--- src/logic/sdram_cfg.svh ---
/*
 * Register offsets, field positions, reset values and timing counts
 * of the memory controller configuration block.
 * Assumes inclusion by bare name from the design and the bench.
 */
`ifndef SDRAM_CFG_SVH
`define SDRAM_CFG_SVH

// ****************************************
// Register byte offsets
// ****************************************
`define OFF_SR_MIN 12'h048
`define OFF_PORT0 12'h100
`define OFF_PORT1 12'h104
`define OFF_PORT2 12'h108
`define OFF_PORT3 12'h10C
`define OFF_CS0 12'h200
`define OFF_USER 12'h304
`define OFF_STATUS 12'h308

// ****************************************
// Field positions and reset values
// ****************************************
`define SR_MIN_RST 8'h14
`define QOS_MAX_HI 9
`define QOS_MAX_LO 2
`define QOS_MIN_BIT 1
`define QOS_EN_BIT 0
`define CS_ORDER_BIT 16
`define CS_MATCH_HI 15
`define CS_MATCH_LO 8
`define CS_MASK_HI 7
`define CS_MASK_LO 0
`define CS_MATCH_RST 8'hFF
`define CS_MASK_RST 8'h00
`define USR_CLK_HI 6
`define USR_CLK_LO 4
`define USR_CLK_RST 3'h0
`define USR_WIDTH_BIT 0

`endif

--- src/logic/sdram_pkg.sv ---
/*
 * Types shared by the memory controller configuration block.
 * Includes nothing; sdram_cfg.svh is not used here.
 */
package sdram_pkg;
  typedef struct packed {
    logic [7:0] qos_max;
    logic qos_min;
    logic qos_en;
  } port_qos_t;

  typedef struct packed {
    logic bank_first;
    logic [7:0] match;
    logic [7:0] mask;
  } cs_decode_t;

  typedef enum logic [1:0] {SR_IDLE, SR_DWELL, SR_READY} sr_state_t;
endpackage

--- src/logic/sdram_cfg_block.sv ---
/*
 * Configuration and decode part of an SDR SDRAM controller: self-refresh
 * dwell timer, four port QoS settings, chip-select decode and the user
 * bus width setting, all reached over AXI4-Lite.
 * Assumes one 100 MHz clock shared with the memory clock, a synchronous
 * active-low reset, and a sequencer outside that issues the memory commands.
 */
// Decided for this implementation: the AXI4-Lite slave port.
// Overview of operation
// - Memory stays in self-refresh for at least the programmed dwell count, reset 0x14.
// - Four QoS port registers serve CPU data, CPU instruction, display and second matrix.
// - Each port holds an 8-bit maximum QoS in bits 9:2, reset zero.
// - Bit 1 selects minimum mode, which takes priority over the maximum.
// - Bit 0 enables QoS for the port, reset disabled.
// - Chip select is asserted when masked address bits 31:24 equal the compare value.
// - A mask bit of one compares that address bit, zero ignores it.
// - Bit 16 selects bank-row-column order when set, row-bank-column when clear.
// - The write-only width bit selects 32-bit memory when set, 16-bit when clear.
`timescale 1ns/10ps
`include "sdram_cfg.svh"

module sdram_cfg_block #(
  parameter int ADDR_W = 12
) (
  input wire logic aclk,
  input wire logic aresetn,
  input wire logic [ADDR_W-1:0] s_axi_awaddr,
  input wire logic s_axi_awvalid,
  output logic s_axi_awready,
  input wire logic [31:0] s_axi_wdata,
  input wire logic [3:0] s_axi_wstrb,
  input wire logic s_axi_wvalid,
  output logic s_axi_wready,
  output logic [1:0] s_axi_bresp,
  output logic s_axi_bvalid,
  input wire logic s_axi_bready,
  input wire logic [ADDR_W-1:0] s_axi_araddr,
  input wire logic s_axi_arvalid,
  output logic s_axi_arready,
  output logic [31:0] s_axi_rdata,
  output logic [1:0] s_axi_rresp,
  output logic s_axi_rvalid,
  input wire logic s_axi_rready,
  input wire logic [31:0] ahb_addr,
  output logic cs0_hit,
  output logic bank_first,
  output sdram_pkg::port_qos_t [3:0] port_qos,
  output logic sdr_wide,
  output logic [2:0] sdr_fixed_clock_field,
  input wire logic sr_enter,
  input wire logic wakeup_cmd,
  output logic sr_active,
  output logic sr_exit
);

  // ****************************************
  // Register state
  // ****************************************
  logic [7:0] sr_min_reg, sr_min_next;
  sdram_pkg::port_qos_t [3:0] qos_reg, qos_next;
  sdram_pkg::cs_decode_t cs_reg, cs_next;
  logic [2:0] clkf_reg, clkf_next;
  logic width_reg, width_next;
  logic [ADDR_W-1:0] aw_reg, aw_next;
  logic aw_have_reg, aw_have_next;
  logic [31:0] wd_reg, wd_next;
  logic [3:0] ws_reg, ws_next;
  logic wd_have_reg, wd_have_next;
  logic bvalid_reg, bvalid_next;
  logic [1:0] bresp_reg, bresp_next;
  logic rvalid_reg, rvalid_next;
  logic [1:0] rresp_reg, rresp_next;
  logic [31:0] rdata_reg, rdata_next;

  // Merges byte lanes of a write into an old word
  function automatic logic [31:0] merge(input logic [31:0] old, input logic [31:0] nw,
                                        input logic [3:0] st);
    logic [31:0] r;
    r = old;
    for (int i = 0; i < 4; i++) begin
      if (st[i]) begin
        r[i*8 +: 8] = nw[i*8 +: 8];
      end
    end
    return r;
  endfunction

  // Packs a QoS port into its register word
  function automatic logic [31:0] qos_word(input sdram_pkg::port_qos_t q);
    logic [31:0] r;
    r = 32'h00000000;
    r[`QOS_MAX_HI:`QOS_MAX_LO] = q.qos_max;
    r[`QOS_MIN_BIT] = q.qos_min;
    r[`QOS_EN_BIT] = q.qos_en;
    return r;
  endfunction

  // Tells whether an offset is a mapped register
  function automatic logic mapped(input logic [11:0] a);
    return a == `OFF_SR_MIN || a == `OFF_PORT0 || a == `OFF_PORT1 || a == `OFF_PORT2 ||
           a == `OFF_PORT3 || a == `OFF_CS0 || a == `OFF_USER || a == `OFF_STATUS;
  endfunction

  // ****************************************
  // Self-refresh dwell timer
  // ****************************************
  sdram_pkg::sr_state_t sr_state_reg, sr_state_next;
  logic [7:0] dwell_reg, dwell_next;

  // Counts the dwell from entry, then waits for the wakeup command
  always_comb begin
    sr_state_next = sr_state_reg;
    dwell_next = dwell_reg;
    sr_exit = 1'b0;
    case (sr_state_reg)
      sdram_pkg::SR_IDLE: begin
        if (sr_enter) begin
          sr_state_next = sdram_pkg::SR_DWELL;
          dwell_next = sr_min_reg;
        end
      end
      sdram_pkg::SR_DWELL: begin
        if (dwell_reg <= 8'h01) begin
          sr_state_next = sdram_pkg::SR_READY;
        end else begin
          dwell_next = dwell_reg - 8'h01;
        end
      end
      sdram_pkg::SR_READY: begin
        if (wakeup_cmd) begin
          sr_exit = 1'b1;
          sr_state_next = sdram_pkg::SR_IDLE;
        end
      end
      default: sr_state_next = sdram_pkg::SR_IDLE;
    endcase
  end

  always_ff @(posedge aclk) begin
    if (!aresetn) begin
      sr_state_reg <= sdram_pkg::SR_IDLE;
      dwell_reg <= 8'h00;
    end else begin
      sr_state_reg <= sr_state_next;
      dwell_reg <= dwell_next;
    end
  end

  assign sr_active = sr_state_reg != sdram_pkg::SR_IDLE;

  // ****************************************
  // AXI4-Lite write path
  // ****************************************
  logic do_write;
  logic aw_got, wd_got;
  logic [31:0] old_word;
  assign s_axi_awready = !aw_have_reg && !bvalid_reg;
  assign s_axi_wready = !wd_have_reg && !bvalid_reg;
  // Held-or-taken flags come straight from the handshake, so the write
  // decision never feeds back through the cleared next-state flags
  assign aw_got = aw_have_reg || s_axi_awvalid && s_axi_awready;
  assign wd_got = wd_have_reg || s_axi_wvalid && s_axi_wready;
  assign do_write = aw_got && wd_got && !bvalid_reg;

  // Current value of the addressed writable word
  always_comb begin
    case (aw_next)
      `OFF_SR_MIN: old_word = {24'h000000, sr_min_reg};
      `OFF_PORT0: old_word = qos_word(qos_reg[0]);
      `OFF_PORT1: old_word = qos_word(qos_reg[1]);
      `OFF_PORT2: old_word = qos_word(qos_reg[2]);
      `OFF_PORT3: old_word = qos_word(qos_reg[3]);
      `OFF_CS0: old_word = {15'h0000, cs_reg};
      `OFF_USER: old_word = {25'h0000000, clkf_reg, 3'h0, width_reg};
      default: old_word = 32'h00000000;
    endcase
  end

  // Captures address and data in either order, then writes and answers
  always_comb begin
    logic [31:0] w;
    w = 32'h00000000;
    aw_next = aw_have_reg ? aw_reg : s_axi_awaddr;
    aw_have_next = aw_got;
    wd_next = wd_have_reg ? wd_reg : s_axi_wdata;
    ws_next = wd_have_reg ? ws_reg : s_axi_wstrb;
    wd_have_next = wd_got;
    bvalid_next = bvalid_reg && !s_axi_bready;
    bresp_next = bresp_reg;
    sr_min_next = sr_min_reg;
    qos_next = qos_reg;
    cs_next = cs_reg;
    clkf_next = clkf_reg;
    width_next = width_reg;
    if (do_write) begin
      w = merge(old_word, wd_next, ws_next);
      aw_have_next = 1'b0;
      wd_have_next = 1'b0;
      bvalid_next = 1'b1;
      bresp_next = mapped(aw_next) ? 2'h0 : 2'h2;
      case (aw_next)
        `OFF_SR_MIN: sr_min_next = w[7:0];
        `OFF_PORT0, `OFF_PORT1, `OFF_PORT2, `OFF_PORT3: begin
          qos_next[aw_next[3:2]].qos_max = w[`QOS_MAX_HI:`QOS_MAX_LO];
          qos_next[aw_next[3:2]].qos_min = w[`QOS_MIN_BIT];
          qos_next[aw_next[3:2]].qos_en = w[`QOS_EN_BIT];
        end
        `OFF_CS0: begin
          cs_next.bank_first = w[`CS_ORDER_BIT];
          cs_next.match = w[`CS_MATCH_HI:`CS_MATCH_LO];
          cs_next.mask = w[`CS_MASK_HI:`CS_MASK_LO];
        end
        `OFF_USER: begin
          clkf_next = w[`USR_CLK_HI:`USR_CLK_LO];
          width_next = w[`USR_WIDTH_BIT];
        end
        default: bresp_next = 2'h2;
      endcase
    end
  end

  always_ff @(posedge aclk) begin
    if (!aresetn) begin
      aw_reg <= '0;
      aw_have_reg <= 1'b0;
      wd_reg <= 32'h00000000;
      ws_reg <= 4'h0;
      wd_have_reg <= 1'b0;
      bvalid_reg <= 1'b0;
      bresp_reg <= 2'h0;
      sr_min_reg <= `SR_MIN_RST;
      qos_reg <= '0;
      cs_reg <= {1'b0, `CS_MATCH_RST, `CS_MASK_RST};
      clkf_reg <= `USR_CLK_RST;
      width_reg <= 1'b0;
    end else begin
      aw_reg <= aw_next;
      aw_have_reg <= aw_have_next;
      wd_reg <= wd_next;
      ws_reg <= ws_next;
      wd_have_reg <= wd_have_next;
      bvalid_reg <= bvalid_next;
      bresp_reg <= bresp_next;
      sr_min_reg <= sr_min_next;
      qos_reg <= qos_next;
      cs_reg <= cs_next;
      clkf_reg <= clkf_next;
      width_reg <= width_next;
    end
  end

  assign s_axi_bvalid = bvalid_reg;
  assign s_axi_bresp = bresp_reg;

  // ****************************************
  // AXI4-Lite read path
  // ****************************************
  assign s_axi_arready = !rvalid_reg;

  // Returns register contents; the user word is write-only and reads zero
  always_comb begin
    rvalid_next = rvalid_reg && !s_axi_rready;
    rresp_next = rresp_reg;
    rdata_next = rdata_reg;
    if (s_axi_arvalid && s_axi_arready) begin
      rvalid_next = 1'b1;
      rresp_next = mapped(s_axi_araddr) ? 2'h0 : 2'h2;
      case (s_axi_araddr)
        `OFF_SR_MIN: rdata_next = {24'h000000, sr_min_reg};
        `OFF_PORT0: rdata_next = qos_word(qos_reg[0]);
        `OFF_PORT1: rdata_next = qos_word(qos_reg[1]);
        `OFF_PORT2: rdata_next = qos_word(qos_reg[2]);
        `OFF_PORT3: rdata_next = qos_word(qos_reg[3]);
        `OFF_CS0: rdata_next = {15'h0000, cs_reg};
        `OFF_STATUS: rdata_next = {22'h000000, dwell_reg, sr_state_reg};
        default: rdata_next = 32'h00000000;
      endcase
    end
  end

  always_ff @(posedge aclk) begin
    if (!aresetn) begin
      rvalid_reg <= 1'b0;
      rresp_reg <= 2'h0;
      rdata_reg <= 32'h00000000;
    end else begin
      rvalid_reg <= rvalid_next;
      rresp_reg <= rresp_next;
      rdata_reg <= rdata_next;
    end
  end

  assign s_axi_rvalid = rvalid_reg;
  assign s_axi_rresp = rresp_reg;
  assign s_axi_rdata = rdata_reg;

  // ****************************************
  // Decode and settings outputs
  // ****************************************
  // Masked compare of upper address byte
  assign cs0_hit = ((ahb_addr[31:24] ^ cs_reg.match) & cs_reg.mask) == 8'h00;
  assign bank_first = cs_reg.bank_first;
  assign port_qos = qos_reg;
  assign sdr_wide = width_reg;
  assign sdr_fixed_clock_field = clkf_reg;

  // ****************************************
  // Checks
  // ****************************************
  a_dwell_floor: assert property (@(posedge aclk) disable iff (!aresetn)
    sr_enter && sr_state_reg == sdram_pkg::SR_IDLE && sr_min_reg == 8'h03 |->
    ##1 sr_state_reg == sdram_pkg::SR_DWELL [*3] ##1 sr_state_reg == sdram_pkg::SR_READY)
    else $error("self-refresh dwell too short");
  a_exit_wakeup: assert property (@(posedge aclk) disable iff (!aresetn)
    sr_state_reg == sdram_pkg::SR_READY && !wakeup_cmd |=> sr_state_reg == sdram_pkg::SR_READY)
    else $error("left self-refresh without wakeup");
  a_cs_match: assert property (@(posedge aclk) disable iff (!aresetn)
    (ahb_addr[31:24] == cs_reg.match) |-> cs0_hit)
    else $error("exact match missed");
  a_mask_zero: assert property (@(posedge aclk) disable iff (!aresetn)
    (cs_reg.mask == 8'h00) |-> cs0_hit)
    else $error("empty mask must always hit");
  a_qos_store: assert property (@(posedge aclk) disable iff (!aresetn)
    do_write && aw_next == `OFF_PORT2 && ws_next == 4'hF |->
    ##1 port_qos[2].qos_max == $past(wd_next[9:2]) && port_qos[2].qos_en == $past(wd_next[0]))
    else $error("port QoS not stored");
  a_qos_mode: assert property (@(posedge aclk) disable iff (!aresetn)
    do_write && aw_next == `OFF_PORT1 && ws_next[0] |->
    ##1 port_qos[1].qos_min == $past(wd_next[1]))
    else $error("QoS mode not stored");
  a_qos_enable: assert property (@(posedge aclk) disable iff (!aresetn)
    $rose(aresetn) |-> port_qos[0].qos_en == 1'b0 && port_qos[3].qos_en == 1'b0)
    else $error("QoS enabled after reset");
  a_order_store: assert property (@(posedge aclk) disable iff (!aresetn)
    do_write && aw_next == `OFF_CS0 && ws_next[2] |-> ##1 bank_first == $past(wd_next[16]))
    else $error("address order not stored");
  a_width_store: assert property (@(posedge aclk) disable iff (!aresetn)
    do_write && aw_next == `OFF_USER && ws_next[0] |-> ##1 sdr_wide == $past(wd_next[0]))
    else $error("width not stored");
  a_ports_map: assert property (@(posedge aclk) disable iff (!aresetn)
    do_write && aw_next == `OFF_PORT3 |-> ##1 $stable(port_qos[0]))
    else $error("port write leaked");
  c_sr_cycle: cover property (@(posedge aclk) disable iff (!aresetn) sr_exit);
  c_write: cover property (@(posedge aclk) disable iff (!aresetn) s_axi_bvalid && s_axi_bready);
  c_read: cover property (@(posedge aclk) disable iff (!aresetn) s_axi_rvalid && s_axi_rready);
  c_hit: cover property (@(posedge aclk) disable iff (!aresetn) cs0_hit && cs_reg.mask != 8'h00);

endmodule

--- config.mk ---
export PLATFORM = sky130hd
export DESIGN_NAME = sdram_cfg_block
export DESIGN_NICKNAME = d
export VERILOG_FILES = /design/src/logic/sdram_pkg.sv /design/src/logic/sdram_cfg_block.sv
export VERILOG_INCLUDE_DIRS = /design/src /design/src/logic
export SDC_FILE = /design/constraint.sdc
export NUM_CORES = 1
export LEC_CHECK = 0
export ABC_AREA = 1
export BUFFER_PORTS_ARGS = -buffer_cell sky130_fd_sc_hd__buf_2
export CAP_MARGIN = 20
export CORE_UTILIZATION = 44
export CTS_CLUSTER_SIZE = 8
export DETAILED_ROUTE_END_ITERATION = 7
export PLACE_DENSITY_LB_ADDON = 0.12
export SLEW_MARGIN = 10
export SYNTH_ARGS = -nofsm -noshare
export SYNTH_HDL_FRONTEND = slang
export SYNTH_SLANG_ARGS = --single-unit
--- constraint.sdc ---
create_clock -name aclk -period 4.8 [get_ports aclk]
set_input_delay 0.48 -clock aclk [delete_from_list [all_inputs] [get_ports aclk]]
set_output_delay 0.48 -clock aclk [all_outputs]
set_load 0.005 [all_outputs]
==> run metrics, run 1 <==
run status=finished, final reports clean; initial antenna violation count=0; max_cap viols=0; Top Ports=190; PnR worst setup slack=1.63 ns; Syn Inst Count=1150; startpoint types=flip-flop; fmax=316 MHz; fraction of layout cells with a size suffix above 1=17.3%; most frequent CP cell=nand2_1; Non-Filler Instances=1483; GR Util met1=38.8%; Net Sw Frac=26.6%; Vias/cell=5.20; Row Count=47; initial drt markers=722; commonest non-fill, non-tap cell in the layout=nand2_1; crit path max fanout=52; GRT busiest layer=met1; Arr. time, crit path=3.51 ns; final RePlAce weighted congestion=0.895; logic gate share of total power=13.8%; TritonCTS clock tree=yes; met2 Use GR=38.0%; Die H=132 um; Crit. End Element=flip-flop; pre-CTS setup slack=1.68 ns; die area=17600 sq um; via count=7713; Synth Cell Area=7490 sq um; fin util=53.4%; HP Class=input port to flip-flop; LEAKAGE=0.00444 uW; number of nets with antenna violations after routing=0; PwrDens=362 nW/um^2; Clock H-tree levels=4; register bit total from synthesis=134; clock-pin transition on the worst setup and hold timing paths=0.06 ns; drc violations=0; max reg flops=40; Final period util=66.0%; total global-route track usage=26.5%; Resized cells post-CTS=0; vias in the first global route=6705; Post-synth EDFFs=0; first-pass GRT wire length=36.3 mm; sequential share of power=37.5%; Initial Util=45.2%; CTS Buffer Depth=2; Skew-Pair Late Insertion Delay=0.42 ns; total grt overflow=0; dpl cells=1451; Clock power frac=48.7%; fin crit period=3.17 ns; met3 Resource Use GR=5.33%; synth warn=0; Detailed Routing Iterations Pass 1=5; WL final=23.0 mm; Seq/Total Area, Yosys=35.8%; Int Power=2350 uW; CTS Hold Buffers Added=0; final setup vio count=0; Worst Max-Slew Pin Slew=0.967 ns; core area=16600 sq um; slowest CP cell=dfxtp_1; overall die width=132 um; # Post-CTS Setup Buffers=0; CTS buffer count=17; slew margin rel.=35.3%; CTS root buffer=clkbuf_16; Synth-to-Final Area Change=18.2%; Main synth FF type=dfxtp_1; Req. time, crit path=5.15 ns; Max Transition Viols Final=0; setup_tns=0 ns; largest net degree at the start of global routing=55; Async SR Flop Fraction=0%; Synth cell types=44; clock sinks=134; Crit path largest cell delay=0.77 ns; final hold violations=0; switching power=851 uW; commonest cells after routing, fill and taps aside=nand2_1, nor2_1, inv_1; PortBufs=132; # fillers=1714; n_diodes=0; clock skew=0.00632 ns; Synth Area per Inst=6.51 sq um; drt wl/cell=15.5 um; Post-DP HPWL=16.9 mm; Crit Path Category=flip-flop to flip-flop; Final nets=1354; RSZ-0062 raised after global routing=no; VDD IR max=234 uV; CP Cell Sequence=nand2_1 > nand2_1 > nand2_2 > nor2_8 > nand2_1 > inv_2 > nand3_1 > inv_1 > o21ai_0 > a21oi_1
==> layout make-up <==
class	count	area, sq um	share of cell area [%]
Multi-Input combinational cell	813	3910	44.2
Sequential cell	134	2680	30.3
Timing Repair Buffer	139	726	8.20
Inverter	146	553	6.25
Clock buffer	19	453	5.12
Tap cell	220	275	3.11
Clock inverter	12	249	2.81
==> per-layer routing <==
layer / vias up / wire [um]
li1: 3870 / -
met3: 33 / 1870
met5: - / 0
met4: 0 / 509
met2: 349 / 9560
met1: 3461 / 11000
==> Yosys cell counts (2+ instances only) <==
master | count | area (sq um)
a21oi_1 | 72 | 360
o21a_1 | 2 | 15.0
nand4_1 | 53 | 332
buf_4 | 21 | 158
ha_1 | 2 | 25.0
a211oi_1 | 2 | 15.0
nand2_2 | 12 | 75.1
nor2_2 | 4 | 25.0
buf_1 | 4 | 15.0
o21ai_0 | 50 | 250
mux2i_1 | 18 | 180
o2111ai_1 | 2 | 17.5
or2_2 | 10 | 62.6
nor2_8 | 3 | 60.1
inv_1 | 138 | 518
clkbuf_1 | 28 | 105
o21ai_1 | 4 | 20.0
nand2_1 | 251 | 942
xor2_1 | 2 | 17.5
nor3_1 | 16 | 80.1
inv_2 | 5 | 18.8
o211ai_2 | 6 | 75.1
xnor2_1 | 2 | 17.5
clkinv_1 | 2 | 7.51
o22ai_1 | 4 | 25.0
buf_2 | 16 | 80.1
nor2_1 | 173 | 649
dfxtp_1 | 134 | 2680
nand3_1 | 96 | 480
buf_6 | 4 | 45.0
==> power groups by stage <==
stage / Clock (uW) / Combinational [uW] / Sequential [uW]
detailed placement: 0 / 436 / 1220
CTS: 1580 / 439 / 1200
finish: 1560 / 442 / 1200
floorplan: 0 / 339 / 1210
global placement: 0 / 433 / 1220
global route: 1620 / 494 / 1210
==> worst paths after layout <==
| check | startpoint | end | slack [ns] | cells past startpoint |
|---|---|---|---|---|
| hold reg to reg | s_axi_rdata[3] | s_axi_rdata[3] | 0.46 | 2 |
| setup reg to reg | aw_have_reg | port_qos[30] | 1.63 | 10 |
| setup / recovery | aw_have_reg | port_qos[30] | 1.63 | 10 |
| hold / removal | s_axi_bready | s_axi_bvalid | 0.26 | 2 |
==> metrics by stage <==
stage	total power [uW]	area, sq um	hold slack [ns]
floorplan	1550	7550	0.452
global placement	1660	8140	0.452
detailed placement	1660	8140	0.454
CTS	3220	8840	0.243
global route	3320	8850	0.238
finish	3200	8850	0.255
==> cell families after synthesis <==
| logic type | synth area share [%] |
|---|---|
| flops | 35.8 |
| buf+inv | 12.8 |
| mux | 2.40 |
| other cells | 0.0501 |
| xor+xnor | 0.468 |
| simple gates | 37.3 |
| fa+ha+maj | 0.334 |
| compound gates | 10.8 |
==> worst max-delay path, delay by kind of cell (launching register included) <==
kind / cells / cell delay (ns)
flip-flops: 1 / 0.77
AO/OA/AOI/OAI: 2 / 0.32
buffers and inverters: 2 / 0.68
AND/OR/NAND/NOR: 6 / 1.31
No activity file was read; power rests on OpenSTA's default activity.
==> run 2: changes to the inputs <==
Settings changed: ABC_AREA 1 to 0.
Clock period 4.8 ns to 3.2 ns, I/O delays scaled along.
==> run 2 against run 1 <==
  * Cell count is 29% lower
  * Sequential share of layout area rose by 2.7 points
  * Sequential cell count did not move
  * Area after synthesis shrank 9.7%
  * Clock skew about the same
  * First-iteration DRC count shrank 19%
  * Wire length decreased by 11%
  * Non-clock buffer count grew 8
  * Largest power group unchanged
  * Core utilization increased by 1.8 points
==> run metrics, run 2 <==
total power=4400 uW (was 3200 uW); top cell type's share of synthesized area=39.6% (was 35.8%); Worst Hold Slack=0.0797 ns (was 0.255 ns); total grt overflow=0 (unchanged); register bit total from synthesis=134 (unchanged); area leader, netlist=dfxtp_1 (unchanged); Async SR Flop Fraction=0% (unchanged); Final nets=956 (was 1354); CTS Buffer Depth=2 (unchanged); CTS buffer count=17 (unchanged); fin crit period=2.74 ns (was 3.17 ns); Vias/cell=5.87 (was 5.20); Arr. time, crit path=3.02 ns (was 3.51 ns); # fillers=1380 (was 1714); run status=finished, final reports clean (unchanged); slew margin rel.=42.3% (was 35.3%); Main synth FF type=dfxtp_1 (unchanged); commonest cells after routing, fill and taps aside=dfxtp_1, buf_2, nor2_1 (was nand2_1, nor2_1, inv_1); PwrDens=541 nW/um^2 (was 362 nW/um^2); count leader, synth=dfxtp_1 (was nand2_1); max_cap viols=0 (unchanged); vias in the first global route=5828 (was 6705); Resized cells post-CTS=0 (unchanged); Initial Util=45.9% (was 45.2%); final setup vio count=0 (unchanged); startpoint types=flip-flop (unchanged); Post-DP HPWL=15.2 mm (was 16.9 mm); RSZ-0062 raised after global routing=no (unchanged); TritonCTS clock tree=yes (unchanged); Synth Cell Area=6770 sq um (was 7490 sq um); final instance area=8140 sq um (was 8850 sq um); n_diodes=0 (unchanged); initial antenna violation count=0 (unchanged); max reg flops=40 (unchanged); slowest CP cell=nor3_1 (was dfxtp_1); Worst Max-Slew Pin Slew=0.858 ns (was 0.967 ns); pre-CTS setup slack=0.461 ns (was 1.68 ns); synth warn=0 (unchanged); Synth area leaders=dfxtp_1, mux2i_1, mux4_2, nor2_1, nand2_1 (was dfxtp_1, nand2_1, nor2_1, inv_1, nand3_1); Syn Inst Count=733 (was 1150); fraction of layout cells with a size suffix above 1=26.7% (was 17.3%); Synth top cells by count=dfxtp_1, nor2_1, nand2_1 (was nand2_1, nor2_1, inv_1); crit path max fanout=6 (was 52); WL final=20.4 mm (was 23.0 mm); Crit Path Category=flip-flop to flip-flop (unchanged); VDD IR max=351 uV (was 234 uV); Final period util=85.7% (was 66.0%); overall die width=126 um (was 132 um); largest net degree at the start of global routing=54 (was 55); final hold violations=0 (unchanged); HP Class=input port to flip-flop (unchanged); drc violations=0 (unchanged); Detailed Routing Iterations Pass 1=5 (unchanged); Clock H-tree levels=4 (unchanged); Top Ports=190 (unchanged); clock skew=0.00658 ns (was 0.00632 ns); first-pass GRT wire length=32.1 mm (was 36.3 mm); Die H=126 um (was 132 um); total global-route track usage=26.4% (was 26.5%); Synth Area per Inst=9.23 sq um (was 6.51 sq um); PnR worst setup slack=0.458 ns (was 1.63 ns); core area=14800 sq um (was 16600 sq um); DP Area=7520 sq um (was 8140 sq um); Crit path largest cell delay=0.58 ns (was 0.77 ns); # Post-CTS Setup Buffers=0 (unchanged); via count=6160 (was 7713); Req. time, crit path=3.48 ns (was 5.15 ns); PortBufs=132 (unchanged); drt wl/cell=19.4 um (was 15.5 um); commonest non-fill, non-tap cell in the layout=dfxtp_1 (was nand2_1); Synth-to-Final Area Change=20.2% (was 18.2%); Synth cell types=75 (was 44); Seq/Total Area, Yosys=39.6% (was 35.8%); clock-pin transition on the worst setup and hold timing paths=0.06 ns (about the same); Max Transition Viols Final=0 (unchanged); setup_tns=0 ns (unchanged); number of nets with antenna violations after routing=0 (unchanged); die area=15900 sq um (was 17600 sq um); fmax=365 MHz (was 316 MHz); Row Count=44 (was 47); initial drt markers=586 (was 722); CTS Hold Buffers Added=0 (unchanged); final RePlAce weighted congestion=0.895 (about the same); Crit. End Element=flip-flop (unchanged); Post-synth EDFFs=0 (unchanged); LEAKAGE=0.00351 uW (was 0.00444 uW); CP Cell Sequence=mux2i_2 > buf_4 > mux4_2 > and3_1 > nor3_1 > o22ai_1 (was nand2_1 > nand2_1 > nand2_2 > nor2_8 > nand2_1 > inv_2 > nand3_1 > inv_1 > o21ai_0 > a21oi_1); CTS root buffer=clkbuf_16 (unchanged); Skew-Pair Late Insertion Delay=0.42 ns (about the same); clock sinks=134 (unchanged)
==> run 2: report_power, final <==
part	switching [uW]	total (uW)	internal, uW	leakage [uW]
logic	343	566	223	0.00212
registers	72.5	1810	1730	0.00109
clock network	723	2030	1300	0.000296
==> run 2: per-layer routing <==
| metal | global-route usage, % | wire [um] | part of all wire, % | vias up |
|---|---|---|---|---|
| li1 | - | - | - | 2947 |
| met1 | 36.0 | 9050 | 44 | 2910 |
| met2 | 41.5 | 9380 | 46 | 263 |
| met3 | 5.01 | 1500 | 7.3 | 40 |
| met4 | 9.57 | 470 | 2.3 | 0 |
| met5 | 0 | 0 | 0 | - |
==> run 2: final timing paths <==
kind                    from  slack [ns]  cells after the start               to
min reg2reg  s_axi_rdata[14]        0.45                      2  s_axi_rdata[14]
max reg2reg      aw_have_reg        0.46                      6     port_qos[29]
min             s_axi_rready        0.08                      2     s_axi_rvalid
max              aw_have_reg        0.46                      6     port_qos[29]
==> run 2: critical path: cells and delay by family (launching register included) <==
kind	cells	cell delay, ns
mux	2	0.92
compound gates	1	0.18
flops	1	0.49
simple gates	2	0.78
buf+inv	1	0.24
==> run 2: cell type report <==
class | count | area [sq um] | share of cell area [%]
Clock buffer | 24 | 492 | 6.04
Sequential cell | 134 | 2680 | 33.0
Clock inverter | 8 | 120 | 1.48
Timing Repair Buffer | 147 | 786 | 9.66
Multi-Input combinational cell | 544 | 3790 | 46.6
Inverter | 9 | 33.8 | 0.415
Tap cell | 184 | 230 | 2.83
==> run 2: logic make-up after synthesis <==
kind of cell / Yosys count / share of synthesized area (%)
buf+inv: 71 / 5.29
simple gates: 250 / 19.2
other cells: 1 / 0.0554
fa+ha+maj: 2 / 0.370
flops: 134 / 39.6
compound gates: 180 / 19.0
mux: 87 / 15.4
xor+xnor: 8 / 1.04
==> run 2: stage by stage <==
step / instances / util, %
final: 1050 / 55.1
after global routing: 1050 / 55.1
after CTS: 1050 / 55.1
after detailed placement: 1018 / 51.0
after global placement: 1018 / 51.0
after floorplan: 749 / -
==> run 3: changes to the inputs <==
Settings changed: CTS_BUF_LIST set to sky130_fd_sc_hd__clkbuf_4 sky130_fd_sc_hd__clkbuf_8, RECOVER_POWER set to 50.
==> run 3 against run 2 <==
  * Worst setup slack lost 0.088 ns
  * Fmax decreased by 3.1%
  * Wire length increased by 0.20%
  * Cell count did not move
  * Clock-buffer cell count is the same
  * Non-clock buffer count unchanged
  * First-iteration DRC count is 16% lower
  * Global-route usage shrank 0.13 points
==> run metrics, run 3 (same netlist as run 2, synthesis figures left out) <==
drc violations=0 (unchanged); DP Area=7520 sq um (unchanged); crit path from=aw_have_reg (unchanged); vias in the first global route=5841 (was 5828); setup_tns=0 ns (unchanged); core area=14800 sq um (unchanged); Crit. End Element=flip-flop (unchanged); Resized cells post-CTS=0 (unchanged); Int Power=2830 uW (was 3260 uW); number of nets with antenna violations after routing=0 (unchanged); initial antenna violation count=0 (unchanged); Arr. time, crit path=3.13 ns (was 3.02 ns); Worst Max-Slew Pin Slew=1.45 ns (was 0.858 ns); FF-to-FF End=sdr_fixed_clock_field[0] (was port_qos[29]); pre-CTS setup slack=0.461 ns (unchanged); max_cap viols=0 (unchanged); sequential share of power=46.1% (was 41.1%); fraction of layout cells with a size suffix above 1=24.4% (was 26.7%); fmax=353 MHz (was 365 MHz); crit path max fanout=6 (unchanged); Max Transition Viols Final=0 (unchanged); run status=finished, final reports clean (unchanged); TritonCTS clock tree=yes (unchanged); largest net degree at the start of global routing=54 (unchanged); PwrDens=494 nW/um^2 (was 541 nW/um^2); PnR worst setup slack=0.370 ns (was 0.458 ns); total grt overflow=0 (unchanged); HP Class=input port to flip-flop (unchanged); Synth-to-Final Area Change=17.0% (was 20.2%); slew margin rel.=3.47% (was 42.3%); Top Ports=190 (unchanged); drt wl/cell=19.5 um (was 19.4 um); final setup vio count=0 (unchanged); via count=6177 (was 6160); fin crit period=2.83 ns (was 2.74 ns); Die H=126 um (unchanged); Req. time, crit path=3.50 ns (was 3.48 ns); Post-DP HPWL=15.2 mm (unchanged); max reg flops=40 (unchanged); die area=15900 sq um (unchanged); CTS Buffer Depth=2 (unchanged); Crit Path Category=flip-flop to flip-flop (unchanged); n_diodes=0 (unchanged); Detailed Routing Iterations Pass 1=5 (unchanged); overall die width=126 um (unchanged); fin util=53.7% (was 55.1%); Final period util=88.4% (was 85.7%); final RePlAce weighted congestion=0.895 (unchanged); total global-route track usage=26.2% (was 26.4%); RSZ-0062 raised after global routing=no (unchanged); Skew-Pair Late Insertion Delay=0.45 ns (was 0.42 ns); Net Sw Frac=27.7% (was 25.9%); Row Count=44 (unchanged); clock sinks=134 (unchanged); Vias/cell=5.88 (was 5.87); clock-pin transition on the worst setup and hold timing paths=0.08 ns (was 0.06 ns); startpoint types=flip-flop (unchanged); CTS root buffer=clkbuf_8 (was clkbuf_16); WL final=20.4 mm (about the same); Initial Util=45.9% (unchanged); clock skew=0.0102 ns (was 0.00658 ns); final instance area=7920 sq um (was 8140 sq um); # Post-CTS Setup Buffers=0 (unchanged); CTS buffer count=17 (unchanged); LEAKAGE=0.00334 uW (was 0.00351 uW); VDD IR max=281 uV (was 351 uV); first-pass GRT wire length=31.9 mm (was 32.1 mm); Clock H-tree levels=4 (unchanged); Reg2Reg Depth=6 (unchanged); Clock power frac=39.5% (was 46.1%); Final nets=956 (unchanged); commonest non-fill, non-tap cell in the layout=dfxtp_1 (unchanged); logic gate share of total power=14.4% (was 12.9%); PortBufs=132 (unchanged); commonest cells after routing, fill and taps aside=dfxtp_1, buf_2, nor2_1 (unchanged); switching power=1080 uW (was 1140 uW); R2R setup slack=0.37 ns (was 0.46 ns); final hold violations=0 (unchanged); CTS Hold Buffers Added=0 (unchanged); initial drt markers=490 (was 586); reg2reg start=aw_have_reg (unchanged); crit path capture=sdr_fixed_clock_field[0] (was port_qos[29])
run 3: final cells by class:
type,count,area (sq um)
fill,1407,6830
multi-input combinational,544,3790
sequential,134,2680
timing repair buffer,147,754
clock buffer,24,312
tap,184,230
clock inverter,8,120
inverter,9,33.8
run 3: power by group through the flow:
stage | clock, uW | sequential [uW] | combinational [uW]
floorplan | 0 | 1810 | 413
global placement | 0 | 1840 | 549
detailed placement | 0 | 1840 | 560
CTS | 1570 | 1800 | 562
global route | 1630 | 1810 | 622
finish | 1540 | 1800 | 565
run 3: metrics by stage:
| step | power, uW | instances | hold WS, ns |
|---|---|---|---|
| floorplan | 2220 | 749 | 0.420 |
| global placement | 2390 | 1018 | 0.443 |
| detailed placement | 2400 | 1018 | 0.444 |
| CTS | 3930 | 1050 | 0.0256 |
| global route | 4060 | 1050 | 0.0269 |
| finish | 3910 | 1050 | 0.0428 |
run 3: worst min path at each step:
| stage | to | slack (ns) | startpoint | cells after the start |
|---|---|---|---|---|
| 3_3_place_gp | s_axi_rdata[11] | 0.44 | s_axi_rdata[11] | 2 |
| 4_1_cts | s_axi_rvalid | 0.03 | s_axi_rready | 2 |
| 5_1_grt | s_axi_rvalid | 0.03 | s_axi_rready | 2 |
| 3_5_place_dp | s_axi_rdata[11] | 0.44 | s_axi_rdata[11] | 2 |
| 6_report | s_axi_rvalid | 0.04 | s_axi_rready | 2 |
| 2_1_floorplan | s_axi_rvalid | 0.42 | s_axi_rready | 1 |
run 3: critical path, cell delays in order (launching register included):
cell and delay, ns:
dfxtp_1 0.48, mux2i_1 0.45, buf_4 0.25, mux4_2 0.54
a222oi_1 0.40, or2_0 0.41, o22ai_1 0.15
run 3: metal layers:
| layer | share of wire [%] | track usage (%) |
|---|---|---|
| met5 | 0 | 0 |
| met2 | 46 | 41.6 |
| met1 | 45 | 35.6 |
| met3 | 7.0 | 4.72 |
| met4 | 1.9 | 9.85 |
